==> config.mk <==
export PLATFORM = sky130hd
export DESIGN_NAME = tmcd_top
export DESIGN_NICKNAME = d
export VERILOG_FILES = /design/src/rtl/tmcd_pkg.sv /design/src/rtl/tmcd_top.sv
export SDC_FILE = /design/constraint.sdc
export NUM_CORES = 1
export LEC_CHECK = 0
export BUFFER_PORTS_ARGS = -buffer_cell sky130_fd_sc_hd__buf_2
export CORE_MARGIN = 1.5
export CORE_UTILIZATION = 48
export DETAILED_ROUTE_END_ITERATION = 10
export PLACE_DENSITY = 0.83
export SETUP_SLACK_MARGIN = 0.02
export SLEW_MARGIN = 5
export SYNTH_ARGS = -nofsm -noshare
export SYNTH_HDL_FRONTEND = slang
export SYNTH_SLANG_ARGS = --single-unit
==> constraint.sdc <==
create_clock -name clk_sys -period 2.8 [get_ports clk_sys]
set_clock_uncertainty 0.15 [all_clocks]
set_input_delay 0.14 -clock clk_sys [delete_from_list [all_inputs] [get_ports clk_sys]]
set_output_delay 0.14 -clock clk_sys [all_outputs]
set_load 0.03 [all_outputs]
==> src/rtl/tmcd_pkg.sv <==
// Purpose: Constants for the timer mode configuration decoder
// Assumes: 32-bit Avalon-MM register window, word addressed by byte offset
// Notes: Offsets are local to this block
package tmcd_pkg;
   localparam int TMCD_ADDR_W = 4;
   localparam logic [3:0] TMCD_OFS_MODE = 4'h0;
   localparam logic [3:0] TMCD_OFS_CTRL = 4'h4;
   localparam logic [3:0] TMCD_OFS_STAT = 4'h8;
   localparam logic [7:0] TMCD_MODE_RST = 8'h00;
   localparam logic [7:0] TMCD_CTRL_RST = 8'h00;
   localparam int TMCD_T1_MODE_HI = 5;
   localparam int TMCD_T1_MODE_LO = 4;
   localparam int TMCD_T0_GATE_BIT = 3;
   localparam int TMCD_T0_SRC_BIT = 2;
   localparam int TMCD_T0_MODE_HI = 1;
   localparam int TMCD_T0_MODE_LO = 0;
   localparam int TMCD_CTRL_RUN0_BIT = 0;
   localparam int TMCD_CTRL_PRE0_BIT = 1;
   localparam int TMCD_CTRL_SRC1_BIT = 2;
   localparam int TMCD_CTRL_RUN1_BIT = 3;
   typedef enum logic [1:0] {
      TMCD_M13 = 2'h0,
      TMCD_M16 = 2'h1,
      TMCD_M8AR = 2'h2,
      TMCD_MSPLIT = 2'h3
   } tmcd_mode_t;
endpackage

==> src/rtl/tmcd_top.sv <==
// Purpose: Decode timer 0/1 mode, gate and source configuration into count controls
// Assumes: Avalon-MM slave with waitrequest, clk_sys 100 MHz, synchronous active-high reset
// Notes: Counter datapaths live elsewhere; this block issues mode decodes and count strobes
////////////////////////////////////////////////////////////////////////////////
module tmcd_top (
   input wire logic clk_sys,
   input wire logic rst,
   input wire logic [tmcd_pkg::TMCD_ADDR_W-1:0] avs_address,
   input wire logic avs_read,
   input wire logic avs_write,
   input wire logic [31:0] avs_writedata,
   input wire logic [3:0] avs_byteenable,
   output logic [31:0] avs_readdata,
   output logic avs_waitrequest,
   input wire logic tick_sysclk,
   input wire logic tick_prescaled,
   input wire logic timer0_count_pin,
   input wire logic timer1_count_pin,
   input wire logic ext_interrupt0_pin,
   output logic [1:0] timer0_mode_q,
   output logic [1:0] timer1_mode_q,
   output logic timer0_inc_q,
   output logic timer1_inc_q,
   output logic timer1_stopped_q,
   output logic timer0_split_q
);
   import tmcd_pkg::*;

   ////////////////////////////////////////////////////////////////////////////////
   // Registers and bus
   logic [7:0] mode_reg_q;
   logic [7:0] mode_reg_d;
   logic [7:0] ctrl_reg_q;
   logic [7:0] ctrl_reg_d;
   logic ack_q;
   logic [31:0] rdata_q;
   logic [31:0] rdata_d;
   logic [31:0] rdata_next;
   logic req;
   logic sel_mode;
   logic sel_ctrl;
   logic sel_stat;
   logic wr_mode;
   logic wr_ctrl;
   logic [7:0] stat_word;

   // One wait cycle then acknowledge
   assign req = (avs_read | avs_write) & ~ack_q;
   assign sel_mode = (avs_address == TMCD_OFS_MODE);
   assign sel_ctrl = (avs_address == TMCD_OFS_CTRL);
   assign sel_stat = (avs_address == TMCD_OFS_STAT);
   assign wr_mode = req & avs_write & sel_mode & avs_byteenable[0];
   assign wr_ctrl = req & avs_write & sel_ctrl & avs_byteenable[0];
   assign mode_reg_d = wr_mode ? avs_writedata[7:0] : mode_reg_q;
   assign ctrl_reg_d = wr_ctrl ? avs_writedata[7:0] : ctrl_reg_q;
   assign rdata_d = sel_mode ? {24'h000000, mode_reg_q} :
                    sel_ctrl ? {24'h000000, ctrl_reg_q} :
                    sel_stat ? {24'h000000, stat_word} : 32'h00000000;
   assign rdata_next = req ? rdata_d : rdata_q;

   // Mode register
   always_ff @(posedge clk_sys) begin
      if (rst) begin
         mode_reg_q <= TMCD_MODE_RST;
      end
      else begin
         mode_reg_q <= mode_reg_d;
      end
   end

   // Control register
   always_ff @(posedge clk_sys) begin
      if (rst) begin
         ctrl_reg_q <= TMCD_CTRL_RST;
      end
      else begin
         ctrl_reg_q <= ctrl_reg_d;
      end
   end

   // Access flag, high in the answer cycle
   always_ff @(posedge clk_sys) begin
      if (rst) begin
         ack_q <= 1'b0;
      end
      else begin
         ack_q <= req;
      end
   end

   // Wait request from its own flop, low in the answer cycle
   always_ff @(posedge clk_sys) begin
      if (rst) begin
         avs_waitrequest <= 1'b1;
      end
      else begin
         avs_waitrequest <= ~req;
      end
   end

   // Read data captured when a request is taken
   always_ff @(posedge clk_sys) begin
      if (rst) begin
         rdata_q <= 32'h00000000;
      end
      else begin
         rdata_q <= rdata_next;
      end
   end

   assign avs_readdata = rdata_q;

   ////////////////////////////////////////////////////////////////////////////////
   // Pin synchronisers and edge detect
   logic t0_meta_q;
   logic t0_sync_q;
   logic t0_prev_q;
   logic t1_meta_q;
   logic t1_sync_q;
   logic t1_prev_q;
   logic ext_interrupt0_pin_meta_q;
   logic ext_interrupt0_pin_sync_q;

   // Timer 0 count pin, first flop
   always_ff @(posedge clk_sys) begin
      if (rst) begin
         t0_meta_q <= 1'b0;
      end
      else begin
         t0_meta_q <= timer0_count_pin;
      end
   end

   // Timer 0 count pin, second flop
   always_ff @(posedge clk_sys) begin
      if (rst) begin
         t0_sync_q <= 1'b0;
      end
      else begin
         t0_sync_q <= t0_meta_q;
      end
   end

   // Timer 0 count pin, previous sample for edge detect
   always_ff @(posedge clk_sys) begin
      if (rst) begin
         t0_prev_q <= 1'b0;
      end
      else begin
         t0_prev_q <= t0_sync_q;
      end
   end

   // Timer 1 count pin, first flop
   always_ff @(posedge clk_sys) begin
      if (rst) begin
         t1_meta_q <= 1'b0;
      end
      else begin
         t1_meta_q <= timer1_count_pin;
      end
   end

   // Timer 1 count pin, second flop
   always_ff @(posedge clk_sys) begin
      if (rst) begin
         t1_sync_q <= 1'b0;
      end
      else begin
         t1_sync_q <= t1_meta_q;
      end
   end

   // Timer 1 count pin, previous sample for edge detect
   always_ff @(posedge clk_sys) begin
      if (rst) begin
         t1_prev_q <= 1'b0;
      end
      else begin
         t1_prev_q <= t1_sync_q;
      end
   end

   // Interrupt pin, first flop
   always_ff @(posedge clk_sys) begin
      if (rst) begin
         ext_interrupt0_pin_meta_q <= 1'b0;
      end
      else begin
         ext_interrupt0_pin_meta_q <= ext_interrupt0_pin;
      end
   end

   // Interrupt pin, second flop
   always_ff @(posedge clk_sys) begin
      if (rst) begin
         ext_interrupt0_pin_sync_q <= 1'b0;
      end
      else begin
         ext_interrupt0_pin_sync_q <= ext_interrupt0_pin_meta_q;
      end
   end

   logic t0_fall;
   logic t1_fall;
   logic ext_interrupt0_pin_lvl;
   assign t0_fall = t0_prev_q & ~t0_sync_q;
   assign t1_fall = t1_prev_q & ~t1_sync_q;
   assign ext_interrupt0_pin_lvl = ext_interrupt0_pin_sync_q;

   ////////////////////////////////////////////////////////////////////////////////
   // Mode decode and count qualification
   logic timer0_gate_select;
   logic timer0_source_select;
   logic [1:0] timer0_mode_field;
   logic [1:0] timer1_mode_field;
   logic timer0_run_bit;
   logic timer0_prescale_select;
   logic timer1_source_select;
   logic timer1_run_bit;
   logic t0_enable;
   logic t0_tick;
   logic t1_tick;
   logic t0_inc_d;
   logic t1_inc_d;
   logic t1_stop_d;
   logic t0_split_d;

   assign timer0_gate_select = mode_reg_q[TMCD_T0_GATE_BIT];
   assign timer0_source_select = mode_reg_q[TMCD_T0_SRC_BIT];
   assign timer0_mode_field = mode_reg_q[TMCD_T0_MODE_HI:TMCD_T0_MODE_LO];
   assign timer1_mode_field = mode_reg_q[TMCD_T1_MODE_HI:TMCD_T1_MODE_LO];
   assign timer0_run_bit = ctrl_reg_q[TMCD_CTRL_RUN0_BIT];
   assign timer0_prescale_select = ctrl_reg_q[TMCD_CTRL_PRE0_BIT];
   assign timer1_source_select = ctrl_reg_q[TMCD_CTRL_SRC1_BIT];
   assign timer1_run_bit = ctrl_reg_q[TMCD_CTRL_RUN1_BIT];

   // Gate: run alone, or run and interrupt pin high
   assign t0_enable = timer0_run_bit & (~timer0_gate_select | ext_interrupt0_pin_lvl);
   // Source: internal timebase or falling edges on the count pin
   assign t0_tick = timer0_source_select ? t0_fall :
                    (timer0_prescale_select ? tick_sysclk : tick_prescaled);
   assign t1_tick = timer1_source_select ? t1_fall : tick_prescaled;
   assign t1_stop_d = (timer1_mode_field == TMCD_MSPLIT);
   assign t0_inc_d = t0_enable & t0_tick;
   assign t1_inc_d = timer1_run_bit & ~t1_stop_d & t1_tick;
   assign t0_split_d = (timer0_mode_field == TMCD_MSPLIT);
   assign stat_word = {2'h0, ext_interrupt0_pin_lvl, t0_enable, timer1_mode_field, timer0_mode_field};

   // Timer 0 mode output
   always_ff @(posedge clk_sys) begin
      if (rst) begin
         timer0_mode_q <= TMCD_M13;
      end
      else begin
         timer0_mode_q <= timer0_mode_field;
      end
   end

   // Timer 1 mode output
   always_ff @(posedge clk_sys) begin
      if (rst) begin
         timer1_mode_q <= TMCD_M13;
      end
      else begin
         timer1_mode_q <= timer1_mode_field;
      end
   end

   // Timer 0 increment pulse
   always_ff @(posedge clk_sys) begin
      if (rst) begin
         timer0_inc_q <= 1'b0;
      end
      else begin
         timer0_inc_q <= t0_inc_d;
      end
   end

   // Timer 1 increment pulse
   always_ff @(posedge clk_sys) begin
      if (rst) begin
         timer1_inc_q <= 1'b0;
      end
      else begin
         timer1_inc_q <= t1_inc_d;
      end
   end

   // Timer 1 stopped flag
   always_ff @(posedge clk_sys) begin
      if (rst) begin
         timer1_stopped_q <= 1'b0;
      end
      else begin
         timer1_stopped_q <= t1_stop_d;
      end
   end

   // Timer 0 split flag
   always_ff @(posedge clk_sys) begin
      if (rst) begin
         timer0_split_q <= 1'b0;
      end
      else begin
         timer0_split_q <= t0_split_d;
      end
   end

endmodule // tmcd_top

======== Word level (Yosys, flattened, before mapping) ========
Cells that the tools add are included.
operators by class
  multiplexer cells ....................... 6
  bitwise gates (word level) .............. 20
  divide/modulo/power cells ............... 0
  equal/unequal tests ..................... 4
  add/sub/neg operators ................... 0
  reductions and logical operators ........ 1
  shift operators ......................... 0
  multiply operators ...................... 0
  magnitude comparators ................... 0
operator list
  kind                                                             number
  8-bit two-way mux                                                2
  1-bit bitwise AND                                                12
  6-bit two-way mux                                                1
  1-bit inverter                                                   6
  2-bit == test, second input constant                             2
  4-bit by 3-bit == test with 1-bit output, second input constant  1
  4-bit == test, second input constant                             1
  4-bit zero test                                                  1
  1-bit two-way mux                                                3
  1-bit bitwise OR                                                 2
word-level totals
  register bits ........................... 66
  bits in latches ......................... 0
  logic and storage cells ................. 50
  input port bits ......................... 49
  memories ................................ 0
  memory bits (read-only) ................. 0
  output and inout bits ................... 41
  bits in writable memories ............... 0

======== Longest topological paths before layout ========
Gate-level depths: netlist (run 1).
  depth after elaboration ................. 6
  mapped depth ............................ 5
  depth with buffers taken out ............ 3

======== Least setup slack after synthesis (run 1) ========
No wires, ideal clock.
  path type ............................... input to register
  start point ............................. in avs_address[3] (netlist name)
  end point ............................... reg rdata_q[3], in the netlist avs_readdata[3]
  required time ........................... 2533 ps
  slack ................................... 1495 ps
  path buffers ............................ 2
  arrival time ............................ 1038 ps
  stages on the path ...................... 5
  cells stage by stage .................... buf_2 -> nor4_2 -> buf_4 -> a222oi_1 -> a22o_1
on the way
  word-level cells in the longest chain between the ends .. 4
RTL lines
  item                    RTL line         source
  start: declaration      tmcd_top.sv:8    input wire logic [tmcd_pkg::TMCD_ADDR_W-1:0] avs_address,
  4-bit == test           tmcd_top.sv:51   assign sel_stat = (avs_address == TMCD_OFS_STAT);
  6-bit two-way mux       tmcd_top.sv:58   sel_stat ? {24'h000000, stat_word} : 32'h00000000;
  8-bit two-way mux       tmcd_top.sv:57   sel_ctrl ? {24'h000000, ctrl_reg_q} :
  8-bit two-way mux (*)   tmcd_top.sv:56   assign rdata_d = sel_mode ? {24'h000000, mode_reg_q} :
  end signal: assignment  tmcd_top.sv:107  rdata_q <= rdata_next;
  end: declaration        tmcd_top.sv:36   logic [31:0] rdata_q;
Every way passes the cells marked *; elsewhere a longest branch is shown, timed or not.
A chain may end at the register's enable or synchronous reset.

======== Final worst setup path (run 1) ========
  start point ............................. reg ack_q
  end point ............................... reg ctrl_reg_q[3]
on the way
  word-level cells in the longest chain between the ends .. 5
RTL lines
  item                            RTL line        source
  start: declaration              tmcd_top.sv:35  logic ack_q;
  start signal: assignment        tmcd_top.sv:87  ack_q <= req;
  1-bit inverter                  tmcd_top.sv:48  assign req = (avs_read | avs_write) & ~ack_q;
  1-bit bitwise AND               tmcd_top.sv:48
  1-bit bitwise AND (3 in a row)  tmcd_top.sv:53  assign wr_ctrl = req & avs_write & sel_ctrl & avs_byteenable[0];
  end signal: assignment          tmcd_top.sv:77  ctrl_reg_q <= ctrl_reg_d;
  end: declaration                tmcd_top.sv:33  logic [7:0] ctrl_reg_q;
No other way between the ends.

==> results of run 1 <==
cells by family (layout without fill, tap and decap cells):
kind of cell | count (synthesis) | in the layout
compound gates | 51 | 51
simple gates | 50 | 50
buf+inv | 48 | 70
flops | 42 | 42
mux | 3 | 3
other cells | 1 | 24
synthesized netlist by cell type (all sizes together) (2+ instances only):
| cell type | n | area share, % |
|---|---|---|
| clkbuf | 7 | 1.5 |
| and3b | 2 | 0.97 |
| o21ai | 20 | 5.5 |
| nand2 | 2 | 0.42 |
| a32o | 2 | 1.1 |
| nor4 | 3 | 2.2 |
| a21oi | 16 | 4.4 |
| nand3 | 16 | 4.4 |
| nor2 | 3 | 0.62 |
| a22o | 5 | 2.4 |
| dfxtp | 42 | 47 |
| mux2 | 2 | 1.2 |
| nor2b | 11 | 3.8 |
| nand2b | 4 | 1.4 |
| inv | 12 | 2.5 |
| nand3b | 3 | 1.2 |
| buf | 29 | 12 |
| a222oi | 3 | 1.7 |
worst max-delay path, stage by stage, from the launching register on:
cell and delay (ns):
sky130_fd_sc_hd__dfxtp_1 0.32, sky130_fd_sc_hd__nand3b_1 0.54, sky130_fd_sc_hd__o21ai_1 0.31, sky130_fd_sc_hd__a21oi_1 0.09
sequential cells by signal, summed over array words and instances, names as in the netlist, 2 cells and up:
register and count:
avs_readdata 8, ctrl_reg_q 8, mode_reg_q 8, timer0_mode_q 2, timer1_mode_q 2
path summary, 6_finish.rpt:
kind	startpoint	endpoint	slack, ns	depth (start not counted)
worst max-delay path	ack_q$_SDFF_PP0_	ctrl_reg_q[3]$_SDFFE_PP0P_	1.25	3
worst min-delay path	tick_prescaled	timer1_inc_q$_SDFF_PP0_	0.08	3
worst max register to register	ack_q$_SDFF_PP0_	ctrl_reg_q[3]$_SDFFE_PP0P_	1.25	3
worst min register to register	ext_interrupt0_pin_meta_q$_SDFF_PP0_	ext_interrupt0_pin_lvl$_SDFF_PP0_	0.29	1
per-stage QoR:
step                      total power (uW)  util, %  area [um2]
after floorplan                      739.9        -        1892
after global placement               744.5    52.72        1916
after detailed placement             746.4    52.72        1916
after CTS                             1148    58.26        2117
after global routing                  1179    58.26        2117
final                                 1141    58.26        2117
repair_timing:
| item | 4_1_cts | 5_1_grt |
|---|---|---|
| hold endpoints to repair | 19 | 0 |
| hold buffers | 11 | 0 |
| endpoints found under the setup margin | 0 | 0 |
report_power, final:
group	internal [uW]	switching, uW	total [uW]
Clock	199	196	395
Combinational	39.0	96.9	136
Sequential	607	3.78	610
area by class of cell:
class / instances / area, um2 / area share, %
timing repair buffer: 50 / 307.8 / 14.54
clock inverter: 1 / 5.005 / 0.2364
clock buffer: 7 / 86.33 / 4.078
multi-input combinational: 128 / 772.0 / 36.47
inverter: 12 / 45.04 / 2.128
sequential: 42 / 840.8 / 39.72
tap: 48 / 60.06 / 2.837
per-layer routing:
| metal | GRT usage [%] | up-vias | part of all wire, % |
|---|---|---|---|
| li1 | - | 721 | - |
| met1 | 21.29 | 675 | 41 |
| met2 | 33.85 | 82 | 49 |
| met5 | 0 | - | 0 |
| met4 | 10.37 | 0 | 3.1 |
| met3 | 4.401 | 15 | 7.5 |
==> summary.md, run 1 <==
The post-synthesis async set-or-reset flop share works out to 0%. The finished layout holds 288 standard cells, fillers aside. After clock tree synthesis, the setup repair step added 0 buffers. The final clock period utilization by the worst path works out to 55.26%. For this run, the top clock speed supported by timing is 646.3 MHz.

Simple logic cell fraction of the synthesized area: 18.36%. In the routed design, unresolved DRC markers number 0. After global routing the overflow that remains totals 0. Dividing the detail-routed via count by the number of cells gives 5.184.

A synthesized cell averages 9.259 um2. The clock latency of the later-clocked register in the worst-skew pair was 0.30 ns; the xor and xnor fraction of the mapped netlist area was 0%. Setup repair after global routing left no endpoint under its margin.

The Yosys step of the flow raised 0 warnings. Summed over all nets, the half-perimeter wirelength after detailed placement is 2473 um. STA puts the critical path data required time at 2.80 ns. The worst-case IR drop observed on VDD is 0.1876 mV.

The layout overhead on the synthesized area came out at 17.26%. After synthesis, flip-flops and latches occupy 46.57% of the total area. The synthesized netlist devotes 0% of its cell area to adder and majority cells. The vertical extent of the die works out to 64.33 um. The final net count came out at 288. The logs give 0.08070 ns for the final hold slack and 113 for the DRC violation total after the first TritonRoute iteration. The number of placed instances with taps included came out at 269. The routed design could run at a clock period as short as 1.547 ns. The number of pins with negative max-slew slack in the final report was 0. The clock passes through at most 2 buffers. Row generation in the floorplan step produced 22 rows. Timing analysis after detailed placement gives a worst setup slack of 1.177 ns. In the synthesized netlist the dominant register cell turns out to be sky130_fd_sc_hd__dfxtp_1. Summed over all layers, the routed wires come to 3791 um. The min-delay analysis places its worst path in the category input port to register.

The root buffer cell chosen for the clock tree is sky130_fd_sc_hd__clkbuf_8. 0 antenna diodes ended up in the layout. The slew of the pin with the lowest slew margin is 0.6598 ns, and the synthesized-area fraction occupied by ao, oa, aoi and oai cells is 17.60%.

The area of the mapped netlist is 0.001805 mm2, and the number of antenna-violating nets in the routed design is 0. At the end of routability-driven placement, the weighted congestion stood at 0.7705. The run finished with clean final reports.

Entering global routing, the biggest net connects 36 pins. Detailed routing inserted a total of 1493 vias. After synthesis, the share of cell area in mux cells is 1.802%. The clock-pin slew reported for the worst setup and hold paths after clock tree synthesis works out to 0.08 ns. The logs give 42 for the TritonCTS sink count and 6078 um for the global-route wire length before repair. The initial standard-cell utilization of the core is 49.69%, and the post-cts gate resize count is 0. The core region is 0.003633 mm2. Setup violations remaining at the end of the flow were counted as 0. For the hold violation total from the final report, the log shows 0. The power per standard cell area came out at 538.9 mW/mm2. The number of global-route vias before repair was 1398. The number of maximum-capacitance constraint violations is 0, and the largest fanout on the critical path is 16.

The number of H-tree levels is 2. For the worst setup path, the data arrival time is 1.55 ns. The ratio of cells with drive above 1 in the final layout was 20.83%.

The worst pin sits at a relative slew slack of 55.88%. The worst path meets setup with 1.253 ns of slack. After technology mapping, the gate count stands at 195. The library cell used most frequently in the layout, excluding fill and tap cells, is sky130_fd_sc_hd__dfxtp_1. The floorplan step set the die width to 64.33 um.

The tools report the total I/O pin count as 90. TritonCTS created 5 clock buffers. STA classifies the critical path endpoint as a register. The synthesized design contains 42 register bits.

For this run, the total global-route usage over all layers was measured as 19.21%. The setup path with the least slack is of type register to register. Yosys mapped the design onto 35 distinct sky130hd cell types. The sort of element at the start of the critical path is a register. For this run, the detailed router's first-pass iteration total came to 4. Summed over all failing endpoints, the final setup total negative slack is 0 ns. By area, the combinational part of the netlist is dominated by simple AND/OR/NAND/NOR gates. Summed over all cells, the static leakage comes to 0.0008761 uW.

The top cell types in the final layout, fill and taps aside, are sky130_fd_sc_hd__dfxtp_1, sky130_fd_sc_hd__buf_2, sky130_fd_sc_hd__conb_1. After filler insertion, the fill cell instance count of the layout stands at 333. The tools report the initial antenna violation count as 0.

TritonCTS built the clock tree. The floorplan step defined a die boundary enclosing 0.004138 mm2. Dividing the detail-routed wire length by the instance count gives 13.16 um.

The number of enable-type register cells in the synthesized netlist works out to 0. Buffers placed on the I/O ports in this run total 38.
Note: power is estimated with default switching activity, not from simulation.
==> inputs of run 2 (changes only) <==
--- a/config.mk
+++ b/config.mk
@@ -7,9 +7,9 @@
 export LEC_CHECK = 0
 export BUFFER_PORTS_ARGS = -buffer_cell sky130_fd_sc_hd__buf_2
 export CORE_MARGIN = 1.5
-export CORE_UTILIZATION = 48
+export CORE_UTILIZATION = 41
 export DETAILED_ROUTE_END_ITERATION = 10
-export PLACE_DENSITY = 0.83
+export PLACE_DENSITY = 0.76
 export SETUP_SLACK_MARGIN = 0.02
 export SLEW_MARGIN = 5
 export SYNTH_ARGS = -nofsm -noshare
==> constraint.sdc (replaced) <==
create_clock -name clk_sys -period 1.3 [get_ports clk_sys]
set_clock_uncertainty 0.15 [all_clocks]
set_input_delay 0.065 -clock clk_sys [delete_from_list [all_inputs] [get_ports clk_sys]]
set_output_delay 0.065 -clock clk_sys [all_outputs]
set_load 0.03 [all_outputs]
==> summary.md, run 2 (synthesis gave the netlist of run 1 again) <==
The number of maximum-capacitance constraint violations was 0 (unchanged). For the post-route core utilization, the log shows 55.49% (-2.8 points). The top cell types in the final layout, fill and taps aside, are sky130_fd_sc_hd__dfxtp_1, sky130_fd_sc_hd__buf_2, sky130_fd_sc_hd__conb_1. The clock-pin slew reported for the worst setup and hold paths after clock tree synthesis was 0.08 ns (about the same); the number of H-tree levels was 2 (unchanged). The flow ran to the end, and the final reports show no timing, DRC or antenna violations.

The TritonCTS sink count came out at 42 (unchanged). Die outline width: 69.36 um (+7.8%). The cell leakage power is 0.0009659 uW (+10%), and the delay contributed by the slowest stage of the critical path is 0.32 ns (-0.22 ns).

The DRC violation total after the first TritonRoute iteration came out at 107 (-5.3%). The run gives 1.39 ns (-1.41 ns) as the required time reported for the critical path endpoint. The hold violation total from the final report was 0 (unchanged); the initial standard-cell utilization of the core was 43.87% (-5.8 points). The run gives 90 (unchanged) as the total I/O pin count. The global-route usage over all layers was 16.78% (-2.4 points).

The critical path is of the register to register type. Setup violation total in the final timing report: 0 (unchanged). For the placeable core region, the log shows 0.004115 mm2 (+13%). Leaving out fill and tap cells, the most frequent cell in the layout is sky130_fd_sc_hd__dfxtp_1.

The critical path goes through o21bai_4, nor4_4, buf_4, a41o_1. The run gives 0.30 ns (about the same) as the clock latency of the later-clocked register in the worst-skew pair. The maximum clock frequency is 831.6 MHz (+29%), and the global-route wire length before repair is 6451 um (+6.1%). The layout overhead on the synthesized area works out to 26.47%. The CTS root buffer was sky130_fd_sc_hd__clkbuf_8. The ratio of cells with drive above 1 in the final layout was 26.46% (+5.6 points); the estimated wirelength of the detail-placed design was 2813 um (+14%).

TritonCTS built the clock tree. The tools report the sort of element at the start of the critical path as a register. Setup repair after global routing could not meet its margin everywhere.

The standard cell with the maximum stage delay on the critical path is sky130_fd_sc_hd__dfxtp_1. The average vias per placed instance is 5.000 (-3.5%), and the vertical extent of the die is 69.36 um (+7.8%). The shortest period the worst path allows is 1.202 ns (-0.3449 ns), and the count of buffer and inverter cells on the critical path is 1 (+1). The power per standard cell area works out to 1087 mW/mm2 (+100%).

The initial antenna violation count is 0 (unchanged), and the total wire length after detailed routing is 3857 um (+1.7%). The number of core rows is 23 (+4.5%), and the number of pins with negative max-slew slack in the final report is 0 (unchanged). The largest voltage drop on the vdd net came out at 0.3666 mV (+95%). The run gives 0 (unchanged) as the number of antenna-violating nets in the routed design.

The total number of vias was 1535 (+2.8%); the DRC violations left was 0 (unchanged). For the overall power of the completed layout, the log shows 2482 uW (+120%). The run gives 0 (unchanged) as the number of buffers inserted to repair setup after CTS.

The category of cells accounting for the largest share of critical-path delay is compound AO/OA/AOI/OAI gates. The tools report the worst endpoint data arrival time as 1.30 ns (-0.25 ns). The final clock period utilization by the worst path came out at 92.49% (+37 points). The average wire per standard cell is 12.56 um (-4.6%), and the number of buffers between clock root and the deepest sink is 2 (unchanged).

The largest fanout on the critical path came out at 4 (-12). For the weighted congestion reported at the end of routability-driven placement, the log shows 0.9004 (+17%). The total congestion overflow after global routing is 0 (unchanged). Class of the tightest hold or removal check: input port to register. Overall die area: 0.004811 mm2 (+16%). The worst setup path is captured at a register. The number of global-route vias before repair was 1410 (+0.86%). The final net count came out at 305 (+5.9%). The maximum number of pins on one net before global-route repair is 17 (-53%).

The number of iterations in the first detailed-routing pass was 4 (unchanged). The number of buffers inserted by port buffering is 38 (unchanged). The clock buffer count from CTS came out at 5 (unchanged).

The antenna diode count came out at 0 (unchanged).
==> run 2: metrics by stage <==
step | TNS (ns) | setup WS [ns] | hold slack [ns] | cells | cell area [um2]
finish | 0 | 0.09757 | 0.05779 | 307 | 2283
global route | 0 | 0.006106 | 0.08018 | 307 | 2283
CTS | 0 | 0.03351 | 0.07441 | 307 | 2271
detailed placement | -2.818 | -0.1531 | 0.1320 | 286 | 2043
global placement | -2.328 | -0.1434 | 0.1253 | 286 | 2043
floorplan | 0 | 0.02981 | -0.005896 | 218 | 1894
==> run 2: report_power, final <==
part | total [uW] | switching, uW | internal, uW
Sequential | 1310 | 8.26 | 1310
Clock | 826 | 449 | 377
Combinational | 342 | 217 | 125
==> run 2: layout make-up <==
type                       instances  area (um2)
sequential                        42       840.8
inverter                          12       45.04
multi-input combinational        128       792.0
tap                               50       62.56
fill                             380        1832
clock inverter                     3       21.27
clock buffer                       5       68.82
timing repair buffer              67       452.9
==> run 2: tightest hold or removal path: stages <==
cell                       delay [ns]
sky130_fd_sc_hd__buf_2           0.11
sky130_fd_sc_hd__o21bai_4        0.17
sky130_fd_sc_hd__or2_2           0.12
==> run 2: timing repair <==
item                                    CTS  global route
hold endpoints to repair                 21             0
hold buffers                             13             0
gates resized for setup                   2             3
endpoints found under the setup margin    7             9
==> run 2: worst paths after layout <==
kind	startpoint	end	slack (ns)	cells past startpoint
max	ack_q$_SDFF_PP0_	avs_readdata[4]$_SDFFE_PP0P_	0.1	4
min	avs_read	avs_waitrequest$_SDFF_PP1_	0.06	3
max reg2reg	ack_q$_SDFF_PP0_	avs_readdata[4]$_SDFFE_PP0P_	0.1	4
min reg2reg	ext_interrupt0_pin_meta_q$_SDFF_PP0_	ext_interrupt0_pin_lvl$_SDFF_PP0_	0.29	1
==> run 2: metal layers <==
metal | wire length (um) | vias up | part of all wire [%] | track usage [%]
met3 | 265 | 8 | 6.9 | 4.070
met5 | 0 | - | 0 | 0
met1 | 1697 | 707 | 44 | 20.54
met2 | 1802 | 66 | 47 | 27.56
met4 | 92 | 0 | 2.4 | 8.061
li1 | - | 754 | - | -
